[src/rtl/hcsl_params.svh]
`ifndef HCSL_PARAMS_SVH
`define HCSL_PARAMS_SVH

// ----------------------------------------------------------------
// Register offsets (byte addresses on the Wishbone slave)
// ----------------------------------------------------------------
`define HCSL_OFS_CFG      8'h00
`define HCSL_OFS_STATUS   8'h04
`define HCSL_OFS_IRQ_STAT 8'h08
`define HCSL_OFS_IRQ_MASK 8'h0C
`define HCSL_OFS_CTRL     8'h10

// ----------------------------------------------------------------
// Configuration field positions in the captured word
// ----------------------------------------------------------------
`define HCSL_CFG_POL_BIT   0
`define HCSL_CFG_TXO_BIT   1
`define HCSL_CFG_CCL_BIT   2
`define HCSL_CFG_MAX_BIT   3
`define HCSL_CFG_RSV_BIT   4
`define HCSL_CFG_DEFAULT   4'hB

// ----------------------------------------------------------------
// Collision limits and timing
// ----------------------------------------------------------------
`define HCSL_COLL_LIMIT_LO  7'h3F
`define HCSL_COLL_LIMIT_HI  7'h1F
`define HCSL_STROBE_NS      100
`define HCSL_CLK_NS         20
`define HCSL_STROBE_CYC     ((`HCSL_STROBE_NS + `HCSL_CLK_NS - 1) / `HCSL_CLK_NS)
`define HCSL_LAST_ADDR      4'h9

`endif

[src/rtl/hcsl_pkg.sv]
package hcsl_pkg;
  // LED output sequencing states
  typedef enum logic [3:0] {
    HCSL_SETUP  = 4'h1,
    HCSL_STROBE = 4'h2,
    HCSL_HOLD   = 4'h4,
    HCSL_NEXT   = 4'h8
  } hcsl_led_state_t;
endpackage

[src/rtl/hcsl_top.sv]
// Implementation choices: the address map and register access over Wishbone.
`timescale 1ns/1ns
`include "hcsl_params.svh"

// Function
// - Data bit 3 enables automatic receive squelch polarity switching.
// - Address bit 1 low restricts reconnection to good transmitted packets.
// - Address bit 2 picks 63 (low) or 31 (high) collisions to partition.
// - Address bit 3 picks minimum (low) or maximum (high) LED mode.
// - Data bits 0,1 and address bit 4 are ignored at capture.
// - Strobe pulses to latch presented pin values in both modes.
// - Minimum mode drives collision, receive, jabber, partition on data pins 0..3.
// - Minimum mode leaves address pins with no LED meaning.
// - Maximum mode puts data on data pins and address bit 0, address on 1..4.
// - Maximum mode address counts 0 to 9 then wraps, pin 1 is LSB.
// - Maximum data active high; address 0 global, 1 uplink, 2..9 ports.
// - Optional mode captures pin levels at rising edge of selected reset.
// - Source select high uses defaults, low uses strapped values.
// - Pins are released while the register access path uses them.
module hcsl_top #(
  parameter int STROBE_CYC = `HCSL_STROBE_CYC       // Strobe low width in cycles
) (
  input  wire logic       i_mclk,                  // 50 MHz clock
  input  wire logic       i_reset_n,               // Synchronous reset, active low
  input  wire logic       i_ce,                    // Clock enable
  input  wire logic       i_external_reset_n,      // External reset pin
  input  wire logic       i_reset_ext_sel,         // 1 selects external reset
  input  wire logic       i_config_source_sel,     // 1 default, 0 strapped
  input  wire logic       i_host_access,           // Register access owns pins
  input  wire logic [3:0] i_data_pins,             // Data pin levels
  input  wire logic [4:0] i_reg_addr_pins,         // Address pin levels
  output logic      [3:0] o_data_pins,             // Data pin drive
  output logic      [3:0] o_data_pins_oe,          // Data pin enable
  output logic      [4:0] o_reg_addr_pins,         // Address pin drive
  output logic      [4:0] o_reg_addr_pins_oe,      // Address pin enable
  output logic            o_led_latch_strobe_n,    // LED latch strobe
  input  wire logic       i_any_collision,         // Collision on any port
  input  wire logic       i_any_receive,           // Receive on any port
  input  wire logic       i_jabber_protect,        // Jabber protect state
  input  wire logic       i_any_partition,         // Any port partitioned
  input  wire logic [2:0] i_uplink_status,         // Uplink col, rec, part
  input  wire logic [7:0] i_port_link,             // Port link ok
  input  wire logic [7:0] i_port_coll,             // Port collision
  input  wire logic [7:0] i_port_recv,             // Port receive
  input  wire logic [7:0] i_port_part,             // Port partition
  input  wire logic [7:0] i_port_bad_polarity,     // Port bad polarity
  output logic            o_rx_polarity_auto_switch, // Polarity switch enable
  output logic            o_reconnect_on_tx_only_n,  // Reconnect on tx only, low
  output logic      [6:0] o_collision_limit,       // Consecutive collision limit
  output logic            o_max_led_mode,          // 1 maximum LED mode
  input  wire logic [7:0] i_wb_adr,                // Wishbone address
  input  wire logic [31:0] i_wb_dat,               // Wishbone write data
  input  wire logic [3:0] i_wb_sel,                // Wishbone byte select
  input  wire logic       i_wb_we,                 // Wishbone write
  input  wire logic       i_wb_cyc,                // Wishbone cycle
  input  wire logic       i_wb_stb,                // Wishbone strobe
  output logic      [31:0] o_wb_dat,               // Wishbone read data
  output logic            o_wb_ack,                // Wishbone acknowledge
  output logic            o_irq                    // Level interrupt
);
  import hcsl_pkg::*;

  // ----------------------------------------------------------------
  // Declarations
  // ----------------------------------------------------------------
  hcsl_led_state_t state_q;
  logic [3:0]  cfg_q;
  logic        strap_err_q;
  logic        rst_src_q;
  logic        rst_rise;
  logic [3:0]  addr_q;
  logic [7:0]  cnt_q;
  logic [3:0]  data_q;
  logic [4:0]  ra_q;
  logic        str_n_q;
  logic        led_en_q;
  logic [4:0]  frame;
  logic [3:0]  glob;
  logic [3:0]  glob_q;
  logic [3:0]  irq_stat_q;
  logic [3:0]  irq_mask_q;
  logic [3:0]  ev;
  logic        wb_hit;
  logic        wb_wr;
  logic        wr_irq;
  logic [31:0] rd_d;

  assign glob     = {i_any_partition, i_jabber_protect, i_any_receive, i_any_collision};
  assign rst_rise = i_reset_ext_sel ? (i_external_reset_n & ~rst_src_q) : 1'b0;
  assign wb_hit   = i_wb_cyc & i_wb_stb & ~o_wb_ack;
  assign wb_wr    = wb_hit & i_wb_we & i_wb_sel[0];
  assign wr_irq   = wb_wr & (i_wb_adr == `HCSL_OFS_IRQ_STAT);

  // ----------------------------------------------------------------
  // Configuration capture
  // ----------------------------------------------------------------
  // Previous level of external reset, for rising edge detection
  // Resets to the idle high level so no false capture follows reset
  always_ff @(posedge i_mclk) begin
    if (!i_reset_n) begin
      rst_src_q <= 1'b1;
    end else if (i_ce) begin
      rst_src_q <= i_external_reset_n;
    end
  end

  // Configuration capture at internal reset release or external rising edge
  always_ff @(posedge i_mclk) begin
    if (!i_reset_n) begin
      cfg_q       <= `HCSL_CFG_DEFAULT;
      strap_err_q <= 1'b0;
    end else if (i_ce && (rst_rise || (!i_reset_ext_sel && state_q == HCSL_SETUP
                                       && !led_en_q))) begin
      if (i_config_source_sel) begin
        cfg_q       <= `HCSL_CFG_DEFAULT;
        strap_err_q <= 1'b0;
      end else begin
        cfg_q       <= {i_reg_addr_pins[3:1], i_data_pins[3]};
        strap_err_q <= ~(i_data_pins[2] & i_reg_addr_pins[0]);
      end
    end
  end

  assign o_rx_polarity_auto_switch = cfg_q[`HCSL_CFG_POL_BIT];
  assign o_reconnect_on_tx_only_n  = cfg_q[`HCSL_CFG_TXO_BIT];
  assign o_collision_limit = cfg_q[`HCSL_CFG_CCL_BIT] ? `HCSL_COLL_LIMIT_HI
                                                      : `HCSL_COLL_LIMIT_LO;
  assign o_max_led_mode    = cfg_q[`HCSL_CFG_MAX_BIT];

  // ----------------------------------------------------------------
  // LED output sequencer
  // ----------------------------------------------------------------
  hcsl_led_frame u_frame (
    .i_addr    (addr_q),
    .i_global  (glob),
    .i_uplink  (i_uplink_status),
    .i_link    (i_port_link),
    .i_coll    (i_port_coll),
    .i_recv    (i_port_recv),
    .i_part    (i_port_part),
    .i_bad_pol (i_port_bad_polarity),
    .o_data    (frame)
  );

  // Setup data, pulse strobe, hold, then advance the address in maximum mode or keep it at 0 in minimum mode
  always_ff @(posedge i_mclk) begin
    if (!i_reset_n) begin
      state_q  <= HCSL_SETUP;
      addr_q   <= 4'h0;
      cnt_q    <= 8'h00;
      data_q   <= 4'h0;
      ra_q     <= 5'h00;
      str_n_q  <= 1'b1;
      led_en_q <= 1'b0;
    end else if (i_ce) begin
      unique case (state_q)
        HCSL_SETUP: begin
          led_en_q <= 1'b1;
          if (!i_host_access) begin
            if (cfg_q[`HCSL_CFG_MAX_BIT]) begin
              data_q <= frame[3:0];
              ra_q   <= {addr_q, frame[4]};
            end else begin
              data_q <= glob;
              ra_q   <= 5'h00;
            end
            state_q <= HCSL_STROBE;
          end
        end
        HCSL_STROBE: begin
          str_n_q <= 1'b0;
          cnt_q   <= 8'h00;
          state_q <= HCSL_HOLD;
        end
        HCSL_HOLD: begin
          if (cnt_q == 8'(STROBE_CYC - 1)) begin
            str_n_q <= 1'b1;
            state_q <= HCSL_NEXT;
          end else begin
            cnt_q <= cnt_q + 8'h01;
          end
        end
        HCSL_NEXT: begin
          if (!cfg_q[`HCSL_CFG_MAX_BIT] || addr_q == `HCSL_LAST_ADDR) begin
            addr_q <= 4'h0;
          end else begin
            addr_q <= addr_q + 4'h1;
          end
          state_q <= HCSL_SETUP;
        end
      endcase
    end
  end

  assign o_data_pins          = data_q;
  assign o_reg_addr_pins      = ra_q;
  assign o_data_pins_oe       = {4{led_en_q & ~i_host_access}};
  assign o_reg_addr_pins_oe   = {5{led_en_q & ~i_host_access
                                   & cfg_q[`HCSL_CFG_MAX_BIT]}};
  assign o_led_latch_strobe_n = str_n_q;

  // ----------------------------------------------------------------
  // Interrupts
  // ----------------------------------------------------------------
  // Rising edge of each global flag is an event
  always_ff @(posedge i_mclk) begin
    if (!i_reset_n) begin
      glob_q <= 4'h0;
    end else if (i_ce) begin
      glob_q <= glob;
    end
  end

  assign ev = glob & ~glob_q;

  // Sticky status, write one to clear, set wins over clear
  always_ff @(posedge i_mclk) begin
    if (!i_reset_n) begin
      irq_stat_q <= 4'h0;
    end else if (i_ce) begin
      irq_stat_q <= (irq_stat_q & ~(wr_irq ? i_wb_dat[3:0] : 4'h0)) | ev;
    end
  end

  assign o_irq = |(irq_stat_q & irq_mask_q);

  // ----------------------------------------------------------------
  // Wishbone slave
  // ----------------------------------------------------------------
  // Mask register write
  always_ff @(posedge i_mclk) begin
    if (!i_reset_n) begin
      irq_mask_q <= 4'h0;
    end else if (i_ce && wb_wr && i_wb_adr == `HCSL_OFS_IRQ_MASK) begin
      irq_mask_q <= i_wb_dat[3:0];
    end
  end

  // Read multiplexer, unmapped reads return zero
  always_comb begin
    rd_d = 32'h0000_0000;
    case (i_wb_adr)
      `HCSL_OFS_CFG:      rd_d = {27'h0, strap_err_q, cfg_q};
      `HCSL_OFS_STATUS:   rd_d = {24'h0, addr_q, glob};
      `HCSL_OFS_IRQ_STAT: rd_d = {28'h0, irq_stat_q};
      `HCSL_OFS_IRQ_MASK: rd_d = {28'h0, irq_mask_q};
      default:            rd_d = 32'h0000_0000;
    endcase
  end

  // One cycle acknowledge with registered read data
  always_ff @(posedge i_mclk) begin
    if (!i_reset_n) begin
      o_wb_ack <= 1'b0;
      o_wb_dat <= 32'h0000_0000;
    end else if (i_ce) begin
      o_wb_ack <= wb_hit;
      if (wb_hit) begin
        o_wb_dat <= rd_d;
      end
    end
  end
endmodule

[src/rtl/hcsl_led_frame.sv]
`timescale 1ns/1ns
`include "hcsl_params.svh"

// Builds one five-bit LED data word for a given latch address
module hcsl_led_frame (
  input  wire logic [3:0] i_addr,       // Latch address 0..9
  input  wire logic [3:0] i_global,     // Any col, rec, jabber, part
  input  wire logic [2:0] i_uplink,     // Uplink col, rec, part
  input  wire logic [7:0] i_link,       // Per port link
  input  wire logic [7:0] i_coll,       // Per port collision
  input  wire logic [7:0] i_recv,       // Per port receive
  input  wire logic [7:0] i_part,       // Per port partition
  input  wire logic [7:0] i_bad_pol,    // Per port bad polarity
  output logic      [4:0] o_data        // {addr0 pin, data pins 3..0}
);
  logic [2:0] port_idx;

  assign port_idx = 3'(i_addr - 4'h2);

  // ----------------------------------------------------------------
  // Address decode
  // ----------------------------------------------------------------
  // Active high data per latch address
  always_comb begin
    o_data = 5'h00;
    if (i_addr == 4'h0) begin
      o_data = {1'b0, i_global};
    end else if (i_addr == 4'h1) begin
      o_data = {1'b0, i_uplink, 1'b0};
    end else if (i_addr <= `HCSL_LAST_ADDR) begin
      o_data = {i_bad_pol[port_idx], i_part[port_idx], i_recv[port_idx],
                i_coll[port_idx], i_link[port_idx]};
    end
  end
endmodule

[config.mk]
export PLATFORM = sky130hd
export DESIGN_NAME = hcsl_top
export DESIGN_NICKNAME = d
export VERILOG_FILES = /design/src/rtl/hcsl_pkg.sv /design/src/rtl/hcsl_top.sv /design/src/rtl/hcsl_led_frame.sv
export VERILOG_INCLUDE_DIRS = /design/src /design/src/rtl
export SDC_FILE = /design/constraint.sdc
export NUM_CORES = 1
export LEC_CHECK = 0
export BUFFER_PORTS_ARGS = -buffer_cell sky130_fd_sc_hd__buf_2
export CORE_AREA = 2 2 93 95
export CTS_CLUSTER_SIZE = 20
export DETAILED_ROUTE_END_ITERATION = 10
export DIE_AREA = 0 0 95 97
export GPL_TIMING_DRIVEN = 0
export PLACE_DENSITY = 0.82
export SLEW_MARGIN = 10
export SYNTH_ARGS = -nofsm -noshare
export SYNTH_HDL_FRONTEND = slang
export SYNTH_SLANG_ARGS = --single-unit
[constraint.sdc]
create_clock -name i_mclk -period 2.2 [get_ports i_mclk]
set_input_delay 0.22 -clock i_mclk [delete_from_list [all_inputs] [get_ports i_mclk]]
set_output_delay 0.22 -clock i_mclk [all_outputs]
set_load 0.01 [all_outputs]
==> metrics.txt <==
outcome finished, final reports clean; clock-pin slew on the worst setup and hold paths 0.10 ns; Worst setup SP type register; Worst VDD drop 0.275 mV; Syn Area/Cell 9.06 um^2; Setup Viol. Count Final 0; max_cap viols 0; top cell type by total area after synthesis dfxtp_1; share of layout cells above drive strength 1 0.363; Min-Delay Path Depth 3; Initial Util 0.400; Crit Reg-Reg Startpoint state_q[2]; CTS tree done; Final Non-Filler Cells 604; Hold Violations, Final 0; worst reg-to-reg path cell count 6; Placed Cells 597; TritonCTS Buffers 5; crit end category register; initial DRC count 177; Congestion Overflow GR 0; synth top area cells dfxtp_1 33%, mux4_2 9.7%, buf_4 8.5%; Yosys warning count 0; sequential area share after synthesis 0.332; Worst Hold End rst_src_q; routability congestion estimate 0.896; register-to-register setup slack 0.09 ns; H-tree lvl count 2; FFs w/ async S/R, synth 0; number of synthesized flops with an enable pin 0; Synth cell types 56; core area 0.00813 mm^2; NumNets Final 615; Tmin final 2.11 ns; WL final 8790 um; Most used DFF post-synth dfxtp_1; Clock Path Buffers 2; Reg-to-Reg End o_data_pins[2]; vias 3158; Worst-Skew Late Latency 0.31 ns; Hold Crit Class in -> reg; leading cell types by count after synthesis 54 x dfxtp_1, 37 x buf_4, 29 x a21oi_1; first-pass GRT wire length 14100 um; top-area cell type share of the netlist area 0.332; Root Driver clkbuf_8; DIE WIDTH 95 um; Worst EP required 2.44 ns; top-count cell post-synth dfxtp_1; worst setup margin 0.0886 ns; Hold Path Origin i_external_reset_n; P_leak 0.00185 uW; port bufs 105; Std-Cell Rows 33; initial antenna violation count 0; setup TNS 0 ns; Syn-to-layout area delta 27.7%; Post-Syn Instances 359; ant diodes 0; DIE AREA 0.00922 mm^2; CP Class reg -> reg; headroom to the max-slew limit 0.568; Ports 173; RSZ-0062 raised after global routing true; fin crit share 0.960; Setup WS pre-CTS -0.249 ns; DR DRC count 0; post-synthesis register bit count 54; WP data arrival 2.36 ns; Worst Skew 0.00752 ns; Sinks on Clock Net 54; total chip power 1920 uW; vias in the first global route 2987; Die Span Y 97 um; largest net degree at the start of global routing 17; post-synthesis cell area 0.00325 mm^2; routed length per placed instance 14.6 um; final number of max-transition violations 0; All-Layer GR Usage 0.191; Peak Freq 474 MHz; Post-DRT Antenna Nets 0; worst-margin pin slew 0.641 ns; hpwl dp 7020 um; power per cell area 463 mW/mm^2; Final Util 0.511; worst-path fanout max 10; DRT Pass-1 Iters 4; Post-CTS Setup Repair Bufs 0; vias per inst 5.23
power breakdown:
part / switching [uW] / leakage (uW) / internal [uW]
registers: 23.0 / 0.000439 / 1000
logic: 175 / 0.00137 / 176
clock network: 328 / 0.0000362 / 218
flip-flops by register name, summed over array words and instances (netlist names):
| name | flops |
|---|---|
| o_wb_dat | 8 |
| state_q | 4 |
| led_en_q | 1 |
| cfg_q | 4 |
| strap_err_q | 1 |
| irq_stat_q | 4 |
| o_reg_addr_pins | 5 |
| o_led_latch_strobe_n | 1 |
| irq_mask_q | 4 |
| addr_q | 4 |
| rst_src_q | 1 |
| glob_q | 4 |
| o_wb_ack | 1 |
| o_data_pins | 4 |
| cnt_q | 8 |
layer usage:
layer  up-vias  track usage  wire length [um]
met4         0       0.0702               191
li1       1527            -                 -
met3        15       0.0304               667
met2       138        0.321              4360
met5         -            0                 0
met1      1478        0.243              3570
cell families after synthesis:
| family | Yosys count | share of synthesized area |
|---|---|---|
| AO/OA/AOI/OAI | 80 | 0.153 |
| buffers and inverters | 65 | 0.121 |
| other | 2 | 0.00231 |
| XOR/XNOR | 6 | 0.0162 |
| AND/OR/NAND/NOR | 116 | 0.205 |
| flip-flops | 54 | 0.332 |
| multiplexers | 30 | 0.147 |
| adder cells (fa/ha/maj) | 6 | 0.0231 |
critical path, cell delays in order, from the launching register on:
cell and delay [ns]:
dfxtp_1 0.38, or3b_1 0.38, clkbuf_1 0.21, or3_4 0.41
buf_6 0.16, or3_1 0.33, a31oi_1 0.16
how the worst max path moves through the flow:
stage / startpoint / end / slack, ns / depth (start not counted)
3_3_place_gp: addr_q[0] / o_data_pins[0] / -0.24 / 7
2_1_floorplan: addr_q[1] / o_data_pins[1] / 0.12 / 7
6_report: state_q[2] / o_data_pins[2] / 0.09 / 6
4_1_cts: addr_q[1] / o_data_pins[0] / 0.02 / 7
3_5_place_dp: addr_q[0] / o_data_pins[0] / -0.25 / 7
5_1_grt: state_q[2] / o_data_pins[2] / -0.008 / 6
repair_timing:
action | in CTS | in global routing
gates resized for setup | 7 | 8
hold buffers | 0 | 0
setup endpoints to repair | 4 | 8
final cells by class:
type	instances	area, um^2
flip-flops and latches	54	1090
well taps	105	131
clock inverters	2	15.0
fillers	772	3980
repair buffers	105	526
plain buffers	57	377
inverters	8	30.0
clock buffers	5	68.8
multi-input cells	268	1920
cells in the final DEF, fill, tap and decap left out, drive strengths merged, types with 2 or more instances in the layout:
cell type,instances
nand2,25
nand2b,5
and3b,6
and2,3
conb,30
nor3b,3
nor2b,9
or3,5
a21oi,29
xnor2,2
and3,3
or4,7
nand3,13
inv,8
o21ai,17
dfxtp,54
a211oi,4
xor2,4
nor4b,2
nand4b,2
a31oi,3
o22ai,2
clkinvlp,2
buf,145
a32o,3
ha,6
o31ai,2
mux2i,15
clkbuf,22
nand4,2
mux4,14
o21bai,3
nor4,2
a22oi,7
nor3,4
nor2,18
or3b,3
o31a,3
stage by stage:
stage,hold slack [ns],area (um^2)
final,0.158,4150
after global routing,0.154,4150
after CTS,0.152,4110
after detailed placement,0.446,4020
after global placement,0.438,4020
after floorplan,0.362,3360
Power figures use the tool's default switching activity.
